--- src/core/spg_pkg.sv ---
// Package: register map, reset values and types of the self-program guard
package spg_pkg;
  localparam logic [15:0] ADDR_PROTECT_CMD = 16'hFFA0;
  localparam logic [15:0] ADDR_ERR_STATUS = 16'hFFA1;
  localparam logic [15:0] ADDR_MODE_CTRL = 16'hFFA2;
  localparam logic [15:0] ADDR_PROG_CMD = 16'hFFA3;
  localparam logic [15:0] ADDR_PTR_LOW = 16'hFFA4;
  localparam logic [15:0] ADDR_PTR_HIGH = 16'hFFA5;
  localparam logic [15:0] ADDR_CMP_HIGH = 16'hFFA6;
  localparam logic [15:0] ADDR_CMP_LOW = 16'hFFA7;
  localparam logic [15:0] ADDR_WR_BUF = 16'hFFA8;
  localparam logic [15:0] ADDR_PROTECT_BYTE = 16'h0081;
  localparam logic [7:0] UNLOCK_KEY = 8'hA5;
  localparam logic [7:0] REG_RESET = 8'h00;
  localparam int BIT_UNLOCK_VIOL = 0;
  localparam int BIT_VERIFY_ERR = 1;
  localparam int BIT_WPROT_ERR = 2;
  localparam int BIT_SELF_PROG = 0;
  localparam int SEL_LSB = 2;
  localparam logic [4:0] SEL_PROT_3_0 = 5'h0E;
  localparam logic [4:0] SEL_PROT_1_0 = 5'h0F;
  localparam logic [4:0] SEL_PROT_NONE = 5'h1F;
  localparam logic [3:0] BLOCK_LAST_3 = 4'h3;
  localparam logic [3:0] BLOCK_LAST_1 = 4'h1;
  localparam logic [7:0] PROG_CMD_NONE = 8'h00;

  typedef enum logic [1:0] {
    UNL_IDLE = 2'b00,
    UNL_KEY = 2'b01,
    UNL_VAL = 2'b11,
    UNL_INV = 2'b10
  } unlock_state_t;

  typedef struct packed {
    logic        wr;
    logic [15:0] addr;
    logic [7:0]  data;
  } store_t;

  typedef struct packed {
    logic verify_fail;
    logic protect_reject;
    logic unerased_write;
    logic step;
  } flash_evt_t;
endpackage

--- src/core/flash_self_program_guard.sv ---
// Flash self-programming guard: unlock check, error flags, pointers, buffer
`timescale 1ns/1ps
`default_nettype none
module flash_self_program_guard (
  input wire logic mclk_i, // System clock, 50 MHz
  input wire logic resetn_i, // Async reset, active low
  input wire spg_pkg::store_t store_i, // CPU peripheral store
  input wire logic [15:0] rd_addr_i, // CPU read address
  output logic [7:0] rd_data_o, // Read data, registered
  input wire logic [4:0] protect_sel_i, // Protect byte select bits
  input wire spg_pkg::flash_evt_t evt_i, // Array events
  output logic self_prog_o, // Self-programming mode
  output logic [11:0] flash_addr_o, // Current flash address
  output logic addr_match_o, // Pointer reached compare
  output logic [7:0] write_data_o, // Write buffer contents
  output logic [7:0] prog_cmd_o, // Program command register
  output logic block_protected_o, // Addressed block protected
  output logic cmd_blocked_o, // Command rejected, pulse
  output logic [2:0] err_flags_o // Status flags
);
  spg_pkg::unlock_state_t ust_r, ust_nxt;
  logic [7:0] mode_val_r;
  logic self_prog_r;
  logic [4:0] sel_r;
  logic sel_loaded_r;
  logic [2:0] flags_r;
  logic [2:0] flags_nxt;
  logic [7:0] cmp_hi_r, cmp_lo_r, wbuf_r, cmd_r, rd_r;

  wire wr = store_i.wr;
  wire [15:0] wa = store_i.addr;
  wire [7:0] wd = store_i.data;
  wire wr_key = wr && (wa == spg_pkg::ADDR_PROTECT_CMD);
  wire wr_mode = wr && (wa == spg_pkg::ADDR_MODE_CTRL);
  wire wr_stat = wr && (wa == spg_pkg::ADDR_ERR_STATUS);
  wire wr_plo = wr && (wa == spg_pkg::ADDR_PTR_LOW);
  wire wr_phi = wr && (wa == spg_pkg::ADDR_PTR_HIGH);
  wire wr_chi = wr && (wa == spg_pkg::ADDR_CMP_HIGH);
  wire wr_clo = wr && (wa == spg_pkg::ADDR_CMP_LOW);
  wire wr_buf = wr && (wa == spg_pkg::ADDR_WR_BUF);
  wire wr_cmd = wr && (wa == spg_pkg::ADDR_PROG_CMD);

  // Sequence checker; in IDLE only key and mode stores act, after the key any store advances or aborts it
  logic viol;
  logic mode_commit;
  always_comb begin
    ust_nxt = ust_r;
    viol = 1'b0;
    mode_commit = 1'b0;
    if (wr) begin
      case (ust_r)
        spg_pkg::UNL_IDLE: begin
          if (wr_key) begin
            if (wd == spg_pkg::UNLOCK_KEY) begin
              ust_nxt = spg_pkg::UNL_KEY;
            end else begin
              viol = 1'b1;
            end
          end else if (wr_mode) begin
            viol = 1'b1;
          end
        end
        spg_pkg::UNL_KEY: begin
          if (wr_mode) begin
            ust_nxt = spg_pkg::UNL_VAL;
          end else begin
            viol = 1'b1;
            ust_nxt = spg_pkg::UNL_IDLE;
          end
        end
        spg_pkg::UNL_VAL: begin
          if (wr_mode && (wd == ~mode_val_r)) begin
            ust_nxt = spg_pkg::UNL_INV;
          end else begin
            viol = 1'b1;
            ust_nxt = spg_pkg::UNL_IDLE;
          end
        end
        spg_pkg::UNL_INV: begin
          if (wr_mode && (wd == mode_val_r)) begin
            mode_commit = 1'b1;
          end else begin
            viol = 1'b1;
          end
          ust_nxt = spg_pkg::UNL_IDLE;
        end
        default: begin
          ust_nxt = spg_pkg::UNL_IDLE;
        end
      endcase
    end
  end

  always_ff @(posedge mclk_i or negedge resetn_i) begin
    if (!resetn_i) begin
      ust_r <= spg_pkg::UNL_IDLE;
      mode_val_r <= spg_pkg::REG_RESET;
      self_prog_r <= 1'b0;
    end else begin
      ust_r <= ust_nxt;
      if (ust_r == spg_pkg::UNL_KEY && wr_mode) begin
        mode_val_r <= wd;
      end
      if (mode_commit) begin
        self_prog_r <= wd[spg_pkg::BIT_SELF_PROG];
      end
    end
  end

  // Protect select captured once after release; reset holds SEL_PROT_NONE until then
  always_ff @(posedge mclk_i or negedge resetn_i) begin
    if (!resetn_i) begin
      sel_r <= spg_pkg::SEL_PROT_NONE;
      sel_loaded_r <= 1'b0;
    end else if (!sel_loaded_r) begin
      sel_r <= protect_sel_i;
      sel_loaded_r <= 1'b1;
    end
  end

  // Pointer pair
  logic [11:0] ptr;
  spg_addr_counter #(.W(12)) u_ptr (
    .mclk_i(mclk_i),
    .resetn_i(resetn_i),
    .load_lo_i(wr_plo),
    .load_hi_i(wr_phi),
    .data_i(wd),
    .step_i(evt_i.step),
    .limit_i({cmp_hi_r[3:0], cmp_lo_r}),
    .count_o(ptr),
    .match_o(addr_match_o)
  );
  assign flash_addr_o = ptr;

  // Block decode by high pointer; prohibited codes protect everything
  wire [3:0] blk = ptr[11:8];
  logic prot;
  always_comb begin
    case (sel_r)
      spg_pkg::SEL_PROT_3_0: prot = (blk <= spg_pkg::BLOCK_LAST_3);
      spg_pkg::SEL_PROT_1_0: prot = (blk <= spg_pkg::BLOCK_LAST_1);
      spg_pkg::SEL_PROT_NONE: prot = 1'b0;
      default: prot = 1'b1;
    endcase
  end
  // Protection only matters in self-programming mode
  assign block_protected_o = self_prog_r && prot;
  wire cmd_go = wr_cmd && (wd != spg_pkg::PROG_CMD_NONE) && self_prog_r;
  wire blocked = cmd_go && prot;
  assign cmd_blocked_o = blocked;

  // Sticky flags; a set in the same cycle beats a clear
  wire [2:0] set_v = {blocked | evt_i.unerased_write,
    evt_i.verify_fail | evt_i.protect_reject,
    viol};
  always_comb begin
    flags_nxt = flags_r;
    if (wr_stat) begin
      flags_nxt = flags_r & wd[2:0];
    end
    flags_nxt = flags_nxt | set_v;
  end

  always_ff @(posedge mclk_i or negedge resetn_i) begin
    if (!resetn_i) begin
      flags_r <= 3'h0;
      cmp_hi_r <= spg_pkg::REG_RESET;
      cmp_lo_r <= spg_pkg::REG_RESET;
      wbuf_r <= spg_pkg::REG_RESET;
      cmd_r <= spg_pkg::PROG_CMD_NONE;
    end else begin
      flags_r <= flags_nxt;
      if (wr_chi) cmp_hi_r <= wd;
      if (wr_clo) cmp_lo_r <= wd;
      if (wr_buf) wbuf_r <= wd;
      if (wr_cmd) cmd_r <= wd;
    end
  end

  // Read mux; status upper bits read zero
  logic [7:0] rd_nxt;
  always_comb begin
    case (rd_addr_i)
      spg_pkg::ADDR_ERR_STATUS: rd_nxt = {5'h00, flags_r};
      spg_pkg::ADDR_MODE_CTRL: rd_nxt = {1'b0, sel_r, 1'b0, self_prog_r};
      spg_pkg::ADDR_PROG_CMD: rd_nxt = cmd_r;
      spg_pkg::ADDR_PTR_LOW: rd_nxt = ptr[7:0];
      spg_pkg::ADDR_PTR_HIGH: rd_nxt = {4'h0, ptr[11:8]};
      spg_pkg::ADDR_CMP_HIGH: rd_nxt = cmp_hi_r;
      spg_pkg::ADDR_CMP_LOW: rd_nxt = cmp_lo_r;
      spg_pkg::ADDR_WR_BUF: rd_nxt = wbuf_r;
      default: rd_nxt = 8'h00;
    endcase
  end
  always_ff @(posedge mclk_i or negedge resetn_i) begin
    if (!resetn_i) begin
      rd_r <= spg_pkg::REG_RESET;
    end else begin
      rd_r <= rd_nxt;
    end
  end

  assign rd_data_o = rd_r;
  assign self_prog_o = self_prog_r;
  assign err_flags_o = flags_r;
  assign write_data_o = wbuf_r;
  assign prog_cmd_o = cmd_r;
endmodule
`default_nettype wire

--- src/core/spg_addr_counter.sv ---
// 12-bit address pointer pair counting up to its compare value
`timescale 1ns/1ps
`default_nettype none
module spg_addr_counter #(
  parameter int W = 12
) (
  input wire logic mclk_i, // System clock
  input wire logic resetn_i, // Async reset, active low
  input wire logic load_lo_i, // Load low byte
  input wire logic load_hi_i, // Load high byte
  input wire logic [7:0] data_i, // Load data
  input wire logic step_i, // Advance request from array
  input wire logic [W-1:0] limit_i, // Compare value
  output logic [W-1:0] count_o, // Current pointer
  output logic match_o // Pointer equals compare
);
  logic [W-1:0] count_r;
  logic [W-1:0] count_nxt;
  assign match_o = (count_r == limit_i);
  assign count_o = count_r;
  always_comb begin
    count_nxt = count_r;
    if (load_lo_i) begin
      count_nxt[7:0] = data_i;
    end
    if (load_hi_i) begin
      count_nxt[W-1:8] = data_i[W-9:0];
    end
    if (step_i && !match_o && !load_lo_i && !load_hi_i) begin
      count_nxt = count_r + {{(W-1){1'b0}}, 1'b1};
    end
  end
  always_ff @(posedge mclk_i or negedge resetn_i) begin
    if (!resetn_i) begin
      count_r <= '0;
    end else begin
      count_r <= count_nxt;
    end
  end
endmodule
`default_nettype wire

--- config.mk ---
export PLATFORM = sky130hd
export DESIGN_NAME = flash_self_program_guard
export DESIGN_NICKNAME = d
export VERILOG_FILES = /design/src/core/spg_pkg.sv /design/src/core/flash_self_program_guard.sv /design/src/core/spg_addr_counter.sv
export SDC_FILE = /design/constraint.sdc
export NUM_CORES = 1
export LEC_CHECK = 0
export ABC_AREA = 1
export ABC_CLOCK_PERIOD_IN_PS = 2200
export BUFFER_PORTS_ARGS = -buffer_cell sky130_fd_sc_hd__buf_2
export CAP_MARGIN = 20
export CELL_PAD_IN_SITES_DETAIL_PLACEMENT = 0
export CELL_PAD_IN_SITES_GLOBAL_PLACEMENT = 1
export CORE_MARGIN = 1.5
export CORE_UTILIZATION = 35
export CTS_CLUSTER_SIZE = 30
export DETAILED_ROUTE_END_ITERATION = 16
export PLACE_DENSITY_LB_ADDON = 0.1
export SKIP_LAST_GASP = 1
export SYNTH_ARGS = -nofsm -noshare
export SYNTH_HDL_FRONTEND = slang
export SYNTH_SLANG_ARGS = --single-unit
--- constraint.sdc ---
create_clock -name mclk_i -period 2.2 [get_ports mclk_i]
set_input_delay 0.44 -clock mclk_i [delete_from_list [all_inputs] [get_ports mclk_i]]
set_output_delay 0.44 -clock mclk_i [all_outputs]
set_load 0.01 [all_outputs]
==> After elaboration in Yosys (flattened, before gate mapping) <==
Index checks and enable logic that the tools add are counted.
{ "word_totals": {"register_bits": 72, "latchBits": 0, "ramBits": 0, "romBits": 0, "word_cells": 99, "mem_count": 0} }
{ "classes": {"n_addsub": 1, "multipliers": 0, "n_div": 0, "n_lt_le_gt_ge": 2, "eq_ne": 29, "n_shift": 0, "muxes": 22, "bitwise_logic": 5, "n_reduce_logical": 27} }
{ "ops": {"columns": ["operator", "n"], "rows": [
  ["$eq A16 B16 Y1 const B", 17],
  ["$pmux W8 S8", 1],
  ["$logic_and A1 B1 Y1", 19],
  ["$eq A8 B8 Y1", 2],
  ["$add A12 B1 Y12 const B", 1],
  ["$eq A12 B12 Y1", 1],
  ["$mux W12", 1],
  ["$eq A5 B4 Y1 const B", 2],
  ["$mux W1", 10],
  ["$eq A8 B8 Y1 const B", 1],
  ["$mux W2", 4],
  ["$mux W8", 1],
  ["$not A8 Y8", 1],
  ["$pmux W2 S4", 1],
  ["$reduce_bool A8 Y1", 1],
  ["$eq A5 B5 Y1 const B", 1],
  ["$eq A2 B2 Y1 const B", 2],
  ["$le A4 B1 Y1 const B", 1],
  ["$le A4 B2 Y1 const B", 1],
  ["$mux W4", 1],
  ["$ne A2 B2 Y1 const B", 2],
  ["$pmux W1 S4", 1],
  ["$reduce_bool A2 Y1", 2],
  ["$and A3 B3 Y3", 1],
  ["other kinds (8)", 11]
]} }

==> Depth between registers and ports, before layout <==
{ "depth": {"ltp_word": 7, "ltp_mapped": 12, "mapped_depth_nobuf": 12} }

==> Modules after synthesis <==
Synthesis repeated with hierarchy kept, for this count alone.
{ "hier_totals": {"cells_unflattened": 607, "area_unflattened_um2": 4448.0} }
{ "modules_own_cells": {"columns": ["mod", "instances", "cells_each", "area_per_inst_um2", "seq_area_each_um2"], "rows": [
  ["flash_self_program_guard", 1, 431, 3315.7, 1507.7],
  ["spg_addr_counter", 1, 176, 1132.3, 300.3]
]} }

==> Least setup slack after synthesis <==
No wires, ideal clock.
{ "synth_timing": {"kind": "input to output", "from": "in store_i[22] (netlist name)", "to": "out cmd_blocked_o", "t_arrival_ns": 1.155, "required_ns": 1.760, "path_slack_ns": 0.605, "stages": 8, "path_buffers": 0, "path_cell_list": "nand2_1 -> inv_1 -> nand2_1 -> nor2_4 -> nand2_2 -> nor2_4 -> nand3_1 -> inv_1"} }
{ "synth_between": {"elab_chain_len": 5} }
{ "synth_rtl": {"columns": ["item", "line_no", "source"], "rows": [
  ["start, declared", "flash_self_program_guard.sv:7", "input wire spg_pkg::store_t store_i,"],
  ["$eq A16 B16 Y1", "flash_self_program_guard.sv:41", "wire wr_cmd = wr && (wa == spg_pkg::ADDR_PROG_CMD);"],
  ["$logic_and A1 B1 Y1", "flash_self_program_guard.sv:41", null],
  ["$logic_and A1 B1 Y1 (2 in series)", "flash_self_program_guard.sv:149", "wire cmd_go = wr_cmd && (wd != spg_pkg::PROG_CMD_NONE) && self_prog_r;"],
  ["$logic_and A1 B1 Y1", "flash_self_program_guard.sv:150", "wire blocked = cmd_go && prot;"],
  ["end, declared", "flash_self_program_guard.sv:18", "output logic cmd_blocked_o,"]
]} }
Every way passes these cells.

==> Final worst setup path <==
{ "layout_timing": {"from": "reg sel_r[4]", "to": "out cmd_blocked_o"} }
{ "layout_between": {"elab_chain_len": 3, "elab_cells_between_ends": 5, "cone_classes": "3 x eq/ne; 1 x mux; 1 x reduce/logical"} }
{ "layout_rtl": {"columns": ["item", "line_no", "source"], "rows": [
  ["start, declared", "flash_self_program_guard.sv:24", "logic [4:0] sel_r;"],
  ["start signal, assigned", "flash_self_program_guard.sv:113", "sel_r <= spg_pkg::SEL_PROT_NONE;"],
  ["start signal, assigned", "flash_self_program_guard.sv:116", "sel_r <= protect_sel_i;"],
  ["$eq A5 B5 Y1 / $eq A5 B4 Y1 (equally long branches)", "flash_self_program_guard.sv:140", "case (sel_r)"],
  ["$pmux W1 S3 (*)", "flash_self_program_guard.sv:140", null],
  ["$logic_and A1 B1 Y1 (*)", "flash_self_program_guard.sv:150", null]
]} }
Every way passes the cells marked *; elsewhere a longest branch is shown, timed or not.

==> results.sh <==
export IMPL_timing_setup_critical_path_class="reg -> out"
export IMPL_fin_crit_ns=2.118
export IMPL_grt_antenna_before_repair=0
export IMPL_post_synth_top_area_fraction_pct=39.79
export IMPL_synth_top_family_by_area="simple AND/OR/NAND/NOR gates"
export IMPL_slew_headroom_pct=62.22
export IMPL_drt_pass1_iter_count=5
export IMPL_wl_mm=13.20
export IMPL_cell_area_after_technology_mapping_um2=4214
export IMPL_grt_start_max_net_pins=32
export IMPL_synth_largest_area_cell="sky130_fd_sc_hd__dfrtp_1"
export IMPL_internal_power_w=0.002479
export IMPL_synth_edf_count=0
export IMPL_grt_first_pass_wirelength_mm=20.76
export IMPL_worst_r2r_startpoint="u_ptr.count_o[5]"
export IMPL_multi_input_comb_area_um2=2053
export IMPL_critPathMaxStageDelay_ns=0.54
export IMPL_synth_seq_area_share_pct=42.90
export IMPL_clk_pin_slew_worst_paths_ns=0.05
export IMPL_worstPathBufferInverterCount=3
export IMPL_timing_max_cap_violations=0
export IMPL_achievable_frequency_ghz=0.4721
export IMPL_hold_slack_ns=0.09609
export IMPL_fillCellCount=1228
export IMPL_cts_sink_count=72
export IMPL_ys_ff_latch=72
export IMPL_dominantRegCellSynth="sky130_fd_sc_hd__dfrtp_1"
export IMPL_cts_tree="done"
export IMPL_syn2layout_area_growth_pct=22.77
export IMPL_tightestPinTransition_ns=0.5667
export IMPL_r2r_end="u_ptr.count_o[5]"
export IMPL_post_synth_simple_gate_area_pct=35.48
export IMPL_maxUsedRoutingLayer="met4"
export IMPL_final_setup_tns_ns=0
export IMPL_r2r_setup_slack_ns=0.30
export IMPL_r2r_cells=11
export IMPL_die_area_um2=12710
export IMPL_fin_util_pct=44.74
export IMPL_critPathLaunch="sel_r[4]"
export IMPL_worstHoldPathType="in -> async"
export IMPL_met1Wirelength_mm=6.275
export IMPL_muxShareOfSynthArea_pct=0.8017
export IMPL_synth_fa_ha_area_share_pct=0.2969
export IMPL_antenna_diode_count=0
export IMPL_power_share_switching_pct=31.32
export IMPL_area_sequential_um2=1812
export IMPL_synthesized_instance_count=584
export IMPL_power_leakage_nw=2.680
export IMPL_mostFrequentLayoutCells="179 x sky130_fd_sc_hd__nand2_1, 94 x sky130_fd_sc_hd__buf_2, 64 x sky130_fd_sc_hd__dfrtp_1"
export IMPL_place_detailed_hpwl_mm=10.40
export IMPL_post_layout_nonfiller_instances=838
export IMPL_cts_root_buffer="sky130_fd_sc_hd__clkbuf_16"
export IMPL_yosys_area_share_xor_xnor_pct=3.949
export IMPL_final_common_cell="sky130_fd_sc_hd__nand2_1"
export IMPL_fp_row_count=39
export IMPL_crit_path_top_delay_cell="sky130_fd_sc_hd__dfstp_2"
export IMPL_crit_path_depth=8
export IMPL_ys_warnings_count=0
export IMPL_final_number_of_max_transition_violations=0
export IMPL_dr_wl_met3_um=558
export IMPL_gpl_final_weighted_congestion=0.8521
export IMPL_grt_overflow=0
export IMPL_antenna_violating_nets_remaining=0
export IMPL_syn_nets=637
export IMPL_vias=4111
export IMPL_dr_wl_met2_mm=6.206
export IMPL_power_clock_fraction_pct=37.1
export IMPL_remaining_drc_errors=0
export IMPL_max_clock_path_buffers=2
export IMPL_power_sequential_fraction_pct=43.5
export IMPL_routed_via_density=4.906
export IMPL_placedCellCount=819
export IMPL_drt_iter0_drc=275
export IMPL_average_wire_per_standard_cell_um=15.75
export IMPL_boundaryPins=95
export IMPL_htreeDepth=3
export IMPL_synth_lib_cells_used_distinct=35
export IMPL_switchingPower_w=0.001131
export IMPL_asyncSetResetFlopFracSynth_pct=100.0
export IMPL_worstPathArrival_ns=1.68
export IMPL_clk_insertion_delay_late_ns=0.34
export IMPL_timing_final_setup_violations=0
export IMPL_critPathCaptureType="output pin"
export IMPL_die_width_um=112.7
export IMPL_cts_made_buffers=9
export IMPL_power_combinational_fraction_pct=19.5
export IMPL_overall_routing_resource_usage_pct=21.56
export IMPL_ir_worst_vdd_v=0.0003112
export IMPL_nNetsFinal=743
export IMPL_chain_of_cells_forming_the_critical_path="o21ai_0, o21ai_0, nand4_1, nand2_1, inv_1, nand3_1, inv_1, buf_2"
export IMPL_initial_core_util_pct=36.44
export IMPL_final_period_utilization_pct=96.28
export IMPL_synth_compound_gate_area_share_pct=8.106
export IMPL_run_status="finished clean"
export IMPL_fp_dieH_um=112.7
export IMPL_total_power_density_per_cell_area_nw_per_um2=697.6
export IMPL_drive_above_1_share_pct=21.73
export IMPL_worst_ep_required_time_ns=1.76
export IMPL_timing_critical_path_max_delay_family="flip-flops"
export IMPL_crit_fanout=3
export IMPL_timing_critical_path_to="cmd_blocked_o"
export IMPL_max_clock_skew_ns=0.006872
export IMPL_syn_area_per_cell_um2=7.216
export IMPL_synth_area_leaders="sky130_fd_sc_hd__dfrtp_1 40%, sky130_fd_sc_hd__nand2_1 16%, sky130_fd_sc_hd__nand3_1 7.4%, sky130_fd_sc_hd__o21ai_0 6.7%, sky130_fd_sc_hd__inv_1 5.4%"
export IMPL_setup_worst_path_start_class="flop"
export IMPL_hold_viol=0
export IMPL_fin_total_pwr_w=0.003609
export IMPL_core_area_um2=11560
export IMPL_first_global_vias=3813
export IMPL_port_buffer_count=94
-- layer usage --
metal / track usage [%] / up-vias
li1: - / 2090
met1: 29.48 / 1897
met2: 35.20 / 112
met3: 3.642 / 12
met4: 6.582 / 0
met5: 0 / -
-- worst min-delay path by stage --
stage | start | endpoint | slack [ns] | cells after the start
3_3_place_gp | resetn_i | sel_loaded_r | 0.46 | 1
3_5_place_dp | resetn_i | sel_loaded_r | 0.47 | 1
2_1_floorplan | resetn_i | cmp_hi_r[0] | 0.14 | 0
5_1_grt | resetn_i | sel_loaded_r | 0.13 | 1
4_1_cts | resetn_i | sel_loaded_r | 0.11 | 1
6_report | resetn_i | sel_loaded_r | 0.1 | 1
-- cell families after synthesis --
group / count (synthesis)
adders and majority gates: 1
DFF: 72
and+or+nand+nor: 338
muxes: 3
buffers and inverters: 83
xor gates and xnor gates: 19
other: 1
AOI/OAI and AO/OA: 67
-- timing repair --
action / CTS / global route
endpoints found under the hold margin: 0 / 0
resized for setup: 1 / 2
setup buffers: 0 / 3
hold buffers: 0 / 0
cloned: 0 / 0
pin swaps: 0 / 2
setup endpoints to repair: 1 / 2
-- power by group through the flow --
stage | Clock (W) | Combinational, W | Sequential, W
final | 0.00134 | 0.000703 | 0.00157
after global routing | 0.00141 | 0.000799 | 0.00158
after CTS | 0.00135 | 0.000700 | 0.00157
after detailed placement | 0 | 0.000696 | 0.00159
after global placement | 0 | 0.000701 | 0.00159
after floorplan | 0 | 0.000430 | 0.00154
-- layout make-up --
type                            count  area share, %
Tap cell                          143          3.458
Clock inverter                      3         0.3386
Inverter                           67          4.861
Multi-Input combinational cell    429          39.69
Sequential cell                    72          35.02
Clock buffer                       13          4.837
Timing Repair Buffer              111          11.80
-- cells in the mapped netlist (6+ instances only) --
cell and instances:
sky130_fd_sc_hd__nand2_1 179, sky130_fd_sc_hd__dfrtp_1 67, sky130_fd_sc_hd__nand3_1 62, sky130_fd_sc_hd__inv_1 61, sky130_fd_sc_hd__nor2_1 57, sky130_fd_sc_hd__o21ai_0 56, sky130_fd_sc_hd__nand4_1 20, sky130_fd_sc_hd__xor2_1 13
sky130_fd_sc_hd__nor3_1 7, sky130_fd_sc_hd__xnor2_1 6
-- per-stage QoR --
| step | worst slack (ns) | area [um2] |
|---|---|---|
| detailed placement | 0.2627 | 4880 |
| global placement | 0.2985 | 4880 |
| finish | 0.08185 | 5174 |
| floorplan | 0.6050 | 4214 |
| global route | -0.002005 | 5174 |
| CTS | 0.01889 | 5149 |
-- state kept, by name, summed over array words and instances (netlist names) --
| name | count |
|---|---|
| u_ptr.count_o | 12 |
| cmp_hi_r | 8 |
| cmp_lo_r | 8 |
| mode_val_r | 8 |
| prog_cmd_o | 8 |
| rd_data_o | 8 |
| write_data_o | 8 |
| sel_r | 5 |
| err_flags_o | 3 |
| ust_r | 2 |
| sel_loaded_r | 1 |
| self_prog_o | 1 |
Power figures use the tool's default switching activity.
